[config.mk]
export PLATFORM = sky130hd
export DESIGN_NAME = pit_unit
export DESIGN_NICKNAME = d
export VERILOG_FILES = /design/src/core/pit_pkg.sv /design/src/core/pit_unit.sv
export SDC_FILE = /design/constraint.sdc
export NUM_CORES = 1
export LEC_CHECK = 0
export BUFFER_PORTS_ARGS = -buffer_cell sky130_fd_sc_hd__buf_4
export CORE_MARGIN = 2
export CORE_UTILIZATION = 48
export CTS_CLUSTER_DIAMETER = 50
export DETAILED_ROUTE_END_ITERATION = 10
export HOLD_SLACK_MARGIN = 0.02
export PLACE_DENSITY = 0.92
export SKIP_CTS_REPAIR_TIMING = 1
export SLEW_MARGIN = 20
export SYNTH_ARGS = -nofsm -noshare
export SYNTH_HDL_FRONTEND = slang
export SYNTH_SLANG_ARGS = --single-unit
[constraint.sdc]
create_clock -name clock_in -period 2.84 [get_ports clock_in]
set_input_delay 0.568 -clock clock_in [delete_from_list [all_inputs] [get_ports clock_in]]
set_output_delay 0.568 -clock clock_in [all_outputs]
set_load 0.05 [all_outputs]
[src/core/pit_pkg.sv]
/*
 * pit_pkg: constants and carrier types for the priority interrupt and trap unit.
 * Assumes a single instruction clock domain; all users import pit_pkg::*.
 */
package pit_pkg;
    localparam int NUM_SRC = 8;
    localparam int VEC_W = 6;
    localparam int LVL_W = 4;
    localparam int UPL_W = 3;
    localparam int NIB_W = 4;
    // status register and control register bit positions
    localparam int SR_UPL_LO = 5;
    localparam int SR_OVA_BIT = 15;
    localparam int SR_OVB_BIT = 14;
    localparam int CC_TIP_BIT = 3;
    localparam int IC1_STACK_ERROR_FLAG_BIT = 2;
    localparam int IC1_ARITHMETIC_ERROR_FLAG_BIT = 4;
    localparam int IC1_OVA_TE_BIT = 10;
    localparam int IC1_OVB_TE_BIT = 9;
    localparam int IC1_COV_TE_BIT = 8;
    // fixed trap levels and vectors
    localparam logic [3:0] LVL_OSC = 4'hE;
    localparam logic [3:0] LVL_ADDR = 4'hD;
    localparam logic [3:0] LVL_STK = 4'hC;
    localparam logic [3:0] LVL_MATH = 4'hB;
    localparam logic [5:0] VEC_OSC = 6'h01;
    localparam logic [5:0] VEC_ADDR = 6'h02;
    localparam logic [5:0] VEC_STK = 6'h03;
    localparam logic [5:0] VEC_MATH = 6'h04;
    localparam logic [5:0] VEC_USER0 = 6'h08;
    localparam logic [2:0] UPL_ALL = 3'h7;
    localparam logic [15:0] SP_RESET = 16'h0800;
    localparam logic [15:0] DATA_END = 16'hFFFF;
    localparam int SOFT_ACK_CYCLES = 2;
    localparam int SFT_MAX = 16;

    // arithmetic event from the datapath
    typedef struct packed {
        logic acc_a_carry31;
        logic acc_b_carry31;
        logic acc_a_carry39;
        logic acc_b_carry39;
        logic sat31_a;
        logic sat31_b;
        logic sat39_a;
        logic sat39_b;
        logic div_first_iter;
        logic div_by_zero;
        logic shift_valid;
        logic signed [5:0] shift_amount;
        logic op_on_acc_a;
        logic op_on_acc_b;
    } pit_math_t;

    // stack pointer effective address check request
    typedef struct packed {
        logic valid;
        logic [15:0] ea;
        logic wrapped;
    } pit_stack_ea_t;

    // request presented to the core
    typedef struct packed {
        logic valid;
        logic [VEC_W-1:0] vector;
        logic [LVL_W-1:0] level;
    } pit_req_t;
endpackage : pit_pkg

[src/core/pit_unit.sv]
/*
 * pit_unit: priority compare and hard and soft trap generation.
 * Assumes the core drives instruction boundaries, acks and register writes
 * synchronously on clock_in; async hard trap events arrive through synchronisers.
 */
// Operation
// - sixteen levels; a source fires only when strictly above current cpu level.
// - user sources take levels zero to seven; traps use eight to fifteen.
// - cpu level is user level bits plus the trap in progress bit.
// - user level writable; writing it blocks sources at or below it.
// - trap in progress set by traps; software clears it, writes of one ignored.
// - user level read only while nesting is disabled.
// - source priority is low three bits of a nibble; top bit reads zero.
// - equal user priority resolved by lowest vector number.
// - running exception preempted only by strictly higher priority; here a trap only sets the trap bit, so lower or equal traps can preempt.
// - four traps with fixed levels, oscillator highest, arithmetic lowest.
// - trapping instruction finishes before trap exception processing.
// - soft traps take two cycles to be sampled and acknowledged.
// - stack pointer resets to 0x0800; lower address raises stack error.
// - stack limit checking off until first word write to limit register.
// - stack addresses above limit or wrapping past 0xFFFF raise stack error.
// - stack error flag set on stack trap; software clears it.
// - arithmetic trap on overflows, divide by zero, oversized accumulator shift.
// - overflow traps individually enabled by control bits ten, nine, eight; here no enables, every overflow traps.
// - overflow is carry out of 31 or 39, suppressed by saturation.
// - divide by zero has no enable, checked on first repeat iteration.
// - oversized shift traps always and its result is not written.
// - arithmetic flag set, not clearable while causes remain; overflow bits hw cleared.
// - request pending when flag set, fires only if enabled; sampled every cycle.
// - hard traps at 13 to 15, address error 13, oscillator failure 14.
`timescale 1ns/1ps
`default_nettype none
module pit_unit
    import pit_pkg::*;
#(
    parameter int N = NUM_SRC
) (
    input wire logic clock_in,
    input wire logic reset_n_in,
    input wire logic [N-1:0] request_flag_regs_in,
    input wire logic [N-1:0] request_enable_regs_in,
    input wire logic [N*NIB_W-1:0] source_priority_regs_in,
    input wire logic upl_write_in,
    input wire logic [UPL_W-1:0] upl_wdata_in,
    input wire logic nesting_disable_in,
    input wire logic tip_clear_in,
    input wire logic tip_wdata_in,
    input wire logic instr_done_in,
    input wire logic ack_in,
    input wire logic exc_return_in,
    input wire logic osc_fail_async_in,
    input wire logic addr_error_in,
    input wire logic stack_limit_reg_word_write_in,
    input wire logic [15:0] stack_limit_reg_wdata_in,
    input wire logic sp_write_in,
    input wire logic [15:0] sp_wdata_in,
    input wire pit_stack_ea_t stack_ea_in,
    input wire pit_math_t math_in,
    input wire logic stack_error_flag_clear_in,
    input wire logic arithmetic_error_flag_clear_in,
    output pit_req_t request_out,
    output logic [UPL_W-1:0] user_priority_level_out,
    output logic trap_in_progress_bit_out,
    output logic [N*NIB_W-1:0] source_priority_rd_out,
    output logic [15:0] stack_pointer_out,
    output logic stack_error_flag_out,
    output logic arithmetic_error_flag_out,
    output logic acc_a_overflow_status_out,
    output logic acc_b_overflow_status_out,
    output logic shift_write_inhibit_out
);
    logic [UPL_W-1:0] upl;
    logic tip;
    logic [15:0] sp;
    logic [15:0] stack_limit_reg;
    logic stack_limit_reg_armed;
    logic stk_flag;
    logic math_flag;
    logic ova;
    logic ovb;
    logic osc_s1;
    logic osc_s2;
    logic [1:0] stk_pipe;
    logic [1:0] math_pipe;
    logic hard_pend_osc;
    logic hard_pend_addr;
    logic soft_pend_stk;
    logic soft_pend_math;
    pit_req_t req;
    logic [N*NIB_W-1:0] prio_rd;
    logic shift_inh;
    logic addr_seen;
    logic [N*NIB_W-1:0] next_prio_rd;

    // cpu level: trap bit forms the top bit, so any trap blocks all user sources
    wire [LVL_W-1:0] cpu_level = {tip, upl};

    // overflow detection, saturation suppresses
    wire ova_evt = math_in.acc_a_carry31 & ~math_in.sat31_a;
    wire ovb_evt = math_in.acc_b_carry31 & ~math_in.sat31_b;
    wire cov_evt = (math_in.acc_a_carry39 & ~(math_in.sat31_a | math_in.sat39_a))
                 | (math_in.acc_b_carry39 & ~(math_in.sat31_b | math_in.sat39_b));
    wire div_evt = math_in.div_first_iter & math_in.div_by_zero;
    wire signed [5:0] sft_lim = 6'(SFT_MAX);
    wire sft_evt = math_in.shift_valid &
        ((math_in.shift_amount > sft_lim) | (math_in.shift_amount < -sft_lim));
    wire math_evt = (ova_evt & 1'b1) | (ovb_evt & 1'b1) | cov_evt | div_evt | sft_evt;

    // no trap enables among the arithmetic control inputs; accumulator overflow traps ungated
    wire math_trap = math_evt & (div_evt | sft_evt | ova_evt | ovb_evt | cov_evt);
    // causes still standing stop software from clearing the arithmetic flag
    wire math_cause = ova | ovb | math_evt;

    // stack checks on pointer-relative effective addresses
    wire stk_low = stack_ea_in.valid & (stack_ea_in.ea < SP_RESET);
    wire stk_high = stack_ea_in.valid & stack_limit_reg_armed & (stack_ea_in.ea > stack_limit_reg);
    wire stk_wrap = stack_ea_in.valid & stack_ea_in.wrapped;
    wire stk_evt = stk_low | stk_high | stk_wrap;

    // trap levels above the cpu level, highest first
    wire osc_go = hard_pend_osc & (LVL_OSC > cpu_level);
    wire addr_go = hard_pend_addr & (LVL_ADDR > cpu_level);
    wire stk_go = soft_pend_stk & (LVL_STK > cpu_level);
    wire math_go = soft_pend_math & (LVL_MATH > cpu_level);

    // user arbitration: level first, lowest vector wins ties
    logic [UPL_W-1:0] best_lvl;
    logic [VEC_W-1:0] best_idx;
    logic best_hit;
    always_comb begin
        best_lvl = '0;
        best_idx = '0;
        best_hit = 1'b0;
        for (int i = 0; i < N; i++) begin
            // strict greater keeps the lowest index on a tie
            if (request_flag_regs_in[i] & request_enable_regs_in[i] &
                (source_priority_regs_in[i*NIB_W +: UPL_W] > best_lvl)) begin
                best_lvl = source_priority_regs_in[i*NIB_W +: UPL_W];
                best_idx = VEC_W'(i);
                best_hit = 1'b1;
            end
        end
    end
    // level zero can never exceed cpu level, so it is disabled implicitly
    wire user_go = best_hit & ({1'b0, best_lvl} > cpu_level);

    // final selection presented to the core
    pit_req_t next_req;
    always_comb begin
        next_req = '0;
        if (osc_go) begin
            next_req = '{1'b1, VEC_OSC, LVL_OSC};
        end else if (addr_go) begin
            next_req = '{1'b1, VEC_ADDR, LVL_ADDR};
        end else if (stk_go) begin
            next_req = '{1'b1, VEC_STK, LVL_STK};
        end else if (math_go) begin
            next_req = '{1'b1, VEC_MATH, LVL_MATH};
        end else if (user_go) begin
            next_req = '{1'b1, VEC_USER0 + best_idx, {1'b0, best_lvl}};
        end
    end

    // priority readback with the unused top bit of each nibble forced to zero
    always_comb begin
        for (int i = 0; i < N; i++) begin
            next_prio_rd[i*NIB_W +: NIB_W] = {1'b0, source_priority_regs_in[i*NIB_W +: UPL_W]};
        end
    end

    // async oscillator fail through two flops
    always_ff @(posedge clock_in or negedge reset_n_in) begin
        if (!reset_n_in) begin
            osc_s1 <= 1'b0;
            osc_s2 <= 1'b0;
        end else begin
            osc_s1 <= osc_fail_async_in;
            osc_s2 <= osc_s1;
        end
    end

    // an address error pulse between boundaries is held here, otherwise it
    // would be lost while the core is still finishing the faulting instruction
    always_ff @(posedge clock_in or negedge reset_n_in) begin
        if (!reset_n_in) begin
            addr_seen <= 1'b0;
        end else begin
            addr_seen <= (addr_seen | addr_error_in) & ~instr_done_in;
        end
    end

    // hard traps wait for the instruction boundary before being offered
    always_ff @(posedge clock_in or negedge reset_n_in) begin
        if (!reset_n_in) begin
            hard_pend_osc <= 1'b0;
            hard_pend_addr <= 1'b0;
        end else begin
            hard_pend_osc <= (hard_pend_osc & ~(ack_in & request_out.vector == VEC_OSC))
                           | (osc_s2 & instr_done_in);
            hard_pend_addr <= (hard_pend_addr & ~(ack_in & request_out.vector == VEC_ADDR))
                            | ((addr_error_in | addr_seen) & instr_done_in);
        end
    end

    // soft traps walk a two-stage sampling pipe, instructions continue meanwhile
    always_ff @(posedge clock_in or negedge reset_n_in) begin
        if (!reset_n_in) begin
            stk_pipe <= '0;
            math_pipe <= '0;
            soft_pend_stk <= 1'b0;
            soft_pend_math <= 1'b0;
        end else begin
            stk_pipe <= {stk_pipe[0], stk_evt};
            math_pipe <= {math_pipe[0], math_trap};
            soft_pend_stk <= (soft_pend_stk & ~(ack_in & request_out.vector == VEC_STK)) | stk_pipe[1];
            soft_pend_math <= (soft_pend_math & ~(ack_in & request_out.vector == VEC_MATH)) | math_pipe[1];
        end
    end

    // cpu level: ack raises it, return restores it through software writes
    always_ff @(posedge clock_in or negedge reset_n_in) begin
        if (!reset_n_in) begin
            upl <= '0;
            tip <= 1'b0;
        end else begin
            if (ack_in & request_out.valid & request_out.level[UPL_W]) begin
                tip <= 1'b1;
            end else if (tip_clear_in & ~tip_wdata_in) begin
                tip <= 1'b0;
            end
            if (ack_in & request_out.valid & ~request_out.level[UPL_W]) begin
                upl <= request_out.level[UPL_W-1:0];
            end else if (upl_write_in & ~nesting_disable_in) begin
                upl <= upl_wdata_in;
            end
        end
    end

    // stack pointer and limit; limit contents left unset, only the arm bit resets
    always_ff @(posedge clock_in or negedge reset_n_in) begin
        if (!reset_n_in) begin
            sp <= SP_RESET;
            stack_limit_reg_armed <= 1'b0;
        end else begin
            if (sp_write_in) begin
                sp <= sp_wdata_in;
            end
            if (stack_limit_reg_word_write_in) begin
                stack_limit_reg_armed <= 1'b1;
            end
        end
    end
    always_ff @(posedge clock_in) begin
        if (stack_limit_reg_word_write_in) begin
            stack_limit_reg <= stack_limit_reg_wdata_in;
        end
    end

    // sticky flags: set wins over clear; arithmetic clear refused while causes stand
    always_ff @(posedge clock_in or negedge reset_n_in) begin
        if (!reset_n_in) begin
            stk_flag <= 1'b0;
            math_flag <= 1'b0;
            ova <= 1'b0;
            ovb <= 1'b0;
            shift_inh <= 1'b0;
        end else begin
            stk_flag <= stk_evt | (stk_flag & ~stack_error_flag_clear_in);
            math_flag <= math_trap | (math_flag & ~(arithmetic_error_flag_clear_in & ~math_cause));
            ova <= ova_evt | (ova & ~math_in.op_on_acc_a);
            ovb <= ovb_evt | (ovb & ~math_in.op_on_acc_b);
            shift_inh <= sft_evt;
        end
    end

    // registered outputs
    always_ff @(posedge clock_in or negedge reset_n_in) begin
        if (!reset_n_in) begin
            req <= '0;
            prio_rd <= '0;
        end else begin
            req <= next_req;
            prio_rd <= next_prio_rd;
        end
    end
    assign request_out = req;
    assign user_priority_level_out = upl;
    assign trap_in_progress_bit_out = tip;
    assign source_priority_rd_out = prio_rd;
    assign stack_pointer_out = sp;
    assign stack_error_flag_out = stk_flag;
    assign arithmetic_error_flag_out = math_flag;
    assign acc_a_overflow_status_out = ova;
    assign acc_b_overflow_status_out = ovb;
    assign shift_write_inhibit_out = shift_inh;
endmodule : pit_unit
`default_nettype wire

-- Yosys cells after proc, flatten, opt, wreduce, memory -nomap -nowiden
Index checks and enable logic that the tools add are counted.
- register bits after elaboration: 88
- input port bits: 135
- bitwise logic cells: 95
- equality and inequality tests: 4
- reduce and logical (&&, ||, !) cells: 2
- $lt $le $gt $ge: 17
- muxes and demuxes: 32
- add/subtract/negate cells: 1
- operators by type and width (cell ; number):
    $mux W11 ; 5
    $and A1 B1 Y1 ; 53
    $mux W3 ; 11
    $or A1 B1 Y1 ; 25
    $gt A3 B3 Y1 ; 7
    $mux W6 ; 3
    $not A1 Y1 ; 17
    $gt A16 B16 Y1 ; 1
    $gt A4 B4 Y1 const A ; 4
    $lt A16 B12 Y1 const B ; 1
    $eq A6 B2 Y1 const B ; 2
    $mux W1 ; 11
    $add A4 B6 Y6 const A ; 1
    $eq A6 B1 Y1 const B ; 1
    $eq A6 B3 Y1 const B ; 1
    $gt A6 B6 Y1 const B ; 1
    $lt A6 B5 Y1 const B ; 1
    $gt A3 B4 Y1 ; 1
    $mux W2 ; 2
    $reduce_bool A2 Y1 ; 2
    $gt A3 B1 Y1 const B ; 1

-- Longest topological paths before layout
- depth after elaboration: 31
- mapped depth: 53
- gate-level depth less buffers: 53

-- Worst setup path after synthesis
Ideal clock, no wire load.
- path kind: input to register
- start point: in request_flag_regs_in[0]
- end point: reg req, in the netlist request_out[0]
- data arrival time: 9.854 ns
- setup slack: -7.078 ns
- buffers on the path: 0
- stages: 48
- required time: 2.776 ns
- cell sequence: nand3_1 ha_1 nor2_1 a31oi_4 nand2_1 a21oi_1 inv_1 ha_1 o311a_1 nor3_1 ha_1 or2_2 a2111oi_0 nand2b_4 mux2_2 ha_1 nor2_1 nand2_1 [12 not listed] nor2b_1 o21ai_0 nand2b_1 and4_2 and2_1 a21oi_1 ha_1 a21o_1 a21oi_1 a311oi_2 a21oi_1 ha_1 a21o_1 a21oi_1 a311oi_1 o31ai_4 nor3b_2 a21o_1
- RTL lines (item ; line ; RTL):
    from (decl) ; pit_unit.sv:40 ; input wire logic [N-1:0] request_flag_regs_in,
    to (signal assigned) ; pit_unit.sv:282 ; req <= next_req;
    to (decl) ; pit_unit.sv:89 ; pit_req_t req;

==> summary.md <==
| Metric | Value |
|---|---|
| Max Root-Sink Buffers | `2` |
| Overall global routing resource usage | `0.2581` |
| FF+latch count, synth | `86` |
| Number of port buffers | `183` |
| Type of the worst min-delay path | `in -> reg` |
| Max cap viols | `0` |
| Layout net count | `876` |
| Critical Path Most Common Cell | `ha_4` |
| PwrDens | `554.4 nW/um^2` |
| Cell Count, Final, Fillers Out | `843` |
| Avg Cell Area, Syn | `10.72 um^2` |
| Max H-tree Level | `3` |
| Fin crit period | `9.358 ns` |
| Finish-stage setup viols | `8` |
| Worst vdd ir | `0.3159 mV` |
| IO Count | `203` |
| Synth warn | `0` |
| Crit end category | `flop` |
| CP arrival | `9.61 ns` |
| Fin Clk Skew | `0.01536 ns` |
| CTS tree | `yes` |
| Final slew viol count | `0` |
| DIE AREA | `10,520 um^2` |
| Worst-Skew Late Latency | `0.35 ns` |
| Worst setup SP type | `primary input` |
| Crit path kind | `in -> reg` |
| Violated checks | `negative setup slack` |
| Clock-pin slew on the worst setup and hold paths | `0.10 ns` |
| GRT Residual Overflow | `0` |
| Crit-path slowest cell | `mux2_4` |
| Fillers | `583` |
| CTS root buffer | `clkbuf_8` |
| Vias in the first global route | `4,784` |
| Primary FF master, synth | `dfrtp_1` |
| Antenna diodes | `0` |
| Largest net degree at the start of global routing | `71` |
| Commonest cells in the netlist | `69 x dfrtp_1, 45 x inv_1, 32 x ha_1` |
| Top-area cell type share of the netlist area | `0.3703` |
| DR vias | `4,504` |
| Global-route wire length before repair | `21.26 mm` |
| Crit path required time | `3.10 ns` |
| Starting DRT DRC Count | `106` |
| HPWL Detailed | `11.20 mm` |
| Top cells by area, synth | `dfrtp_1 37%, edfxtp_1 10%, ha_1 8.6%` |
| Drt drc | `0` |
| Max Fclk | `106.9 MHz` |
| Final hold slack | `0.3107 ns` |
| Pleak | `3.514 nW` |
| Initial antenna violation count | `0` |
| Layout area overhead | `56.64%` |
| Library cells used by synthesis | `73` |
| DRT antenna net count | `0` |
| Core ar. | `9328 um^2` |
| Least-Margin Pin Slew | `0.8873 ns` |
| Critical path fanouts, max | `7` |
| Final WL | `14.27 mm` |
| Die Wd | `102.6 um` |
| Post-Syn Area | `4663 um^2` |
| Fraction of layout cells with a size suffix above 1 | `0.5140` |
| Crit share post-route | `3.295` |
| EDFF count, synth | `16` |
| GP Congestion | `0.8997` |
| RSZ-0062 raised after global routing | `true` |
| Share of async-settable or async-resettable flops after synthesis | `0.8140` |
| Hold Fails Final Rpt | `0` |
| TritonCTS Buffers | `9` |
| Initial Util | `0.4999` |
| Status | `complete, but fails checks` |
| Placed Cells | `817` |
| Max reg flops | `24` |
| Slew HR | `0.4085` |
| Die height | `102.6 um` |
| DR WL/cell | `16.92 um` |
| Mapped Cells | `435` |
| Worst setup margin | `-6.518 ns` |
| Synth area leader | `dfrtp_1` |
| Most instantiated library cell after synthesis | `dfrtp_1` |
| Design Power | `4.049 mW` |
| Vias per cell | `5.343` |
| Clock sink count | `86` |
| Slowest stage delay, CP | `0.35 ns` |
| First-pass DRT Iterations | `5` |
| Cell Rows | `35` |
| Post-synthesis sequential area ratio | `0.4789` |
path summary, 6_finish.rpt:
check / start / endpoint / slack [ns] / cells after the start
min: osc_fail_async_in / osc_s1 / 0.31 / 1
min in group asynchronous: reset_n_in / source_priority_rd_out[17] / 0.33 / 1
max: request_flag_regs_in[0] / request_out[2] / -6.52 / 50
max in group asynchronous: reset_n_in / acc_a_overflow_status_out / 1.92 / 1
min reg2reg: osc_s1 / osc_s2 / 0.37 / 0
max reg2reg: stack_limit_reg[1] / stack_error_flag_out / 0.44 / 12
where the power goes:
group	switching (mW)	internal, mW
sequential	0.0943	1.40
combinational	0.993	0.721
clock	0.486	0.357
total	1.57	2.48
placed cells by master (no fill, tap or decap), types with 3 or more instances in the layout:
| cell | instances |
|---|---|
| inv_1 | 43 |
| nand4_1 | 3 |
| a311oi_4 | 3 |
| o31ai_1 | 6 |
| nand2b_1 | 5 |
| nor2b_1 | 7 |
| clkbuf_8 | 10 |
| mux2_2 | 16 |
| nor3_1 | 3 |
| a21o_1 | 8 |
| nor2_1 | 16 |
| buf_4 | 264 |
| dfrtp_1 | 69 |
| ha_4 | 8 |
| nor3_2 | 3 |
| o211ai_1 | 3 |
| nand3_1 | 16 |
| o21ai_1 | 4 |
| edfxtp_1 | 16 |
| and2_1 | 6 |
| mux2i_1 | 4 |
| ha_1 | 22 |
| nor2_4 | 4 |
| o21ai_0 | 18 |
| o22ai_1 | 4 |
| and3_1 | 4 |
| a21oi_2 | 7 |
| conb_1 | 10 |
| o21a_1 | 9 |
| nand2_1 | 28 |
| a21oi_1 | 18 |
per-stage QoR:
stage	instance area, um^2	utilization	setup WS (ns)	setup TNS [ns]
after floorplan	4928	-	-6.176	-48.62
after global placement	6929	0.7429	-6.248	-49.41
after detailed placement	6929	0.7429	-6.926	-54.75
after CTS	7118	0.7631	-6.587	-52.04
after global routing	7305	0.7831	-6.927	-54.81
final	7305	0.7831	-6.518	-51.67
cell families (layout without fill, tap and decap cells):
family / after synthesis / after routing / share of synthesized area
AOI/OAI and AO/OA: 115 / 115 / 0.1857
adders and majority gates: 32 / 32 / 0.08586
buffers and inverters: 57 / 327 / 0.05393
DFF: 86 / 86 / 0.4789
muxes: 22 / 22 / 0.05205
other: 1 / 10 / 0.0008042
and+or+nand+nor: 122 / 122 / 0.1427
critical path, delay by kind of cell:
kind	cells	cell delay [ns]
AOI/OAI and AO/OA	21	3.93
adders and majority gates	8	1.68
buffers and inverters	3	0.21
muxes	2	0.67
and+or+nand+nor	16	2.55
layout make-up:
class	instances	area [um^2]	share of cell area
Multi-Input combinational cell	301	2544	0.3482
Sequential cell	86	2233	0.3058
Timing Repair Buffer	266	2008	0.2749
Clock inverter	6	51.30	0.007023
Inverter	45	168.9	0.02312
Clock buffer	10	137.6	0.01884
Tap cell	129	161.4	0.02210
layer usage:
layer | share of wire | global-route usage | up-vias | routed length [um]
li1 | - | - | 2102 | -
met1 | 0.36 | 0.2735 | 2179 | 5183
met2 | 0.56 | 0.4932 | 177 | 7924
met3 | 0.046 | 0.03458 | 46 | 663
met4 | 0.035 | 0.1354 | 0 | 494
met5 | 0 | 0 | - | 0
Note: power is estimated with default switching activity, not from simulation.
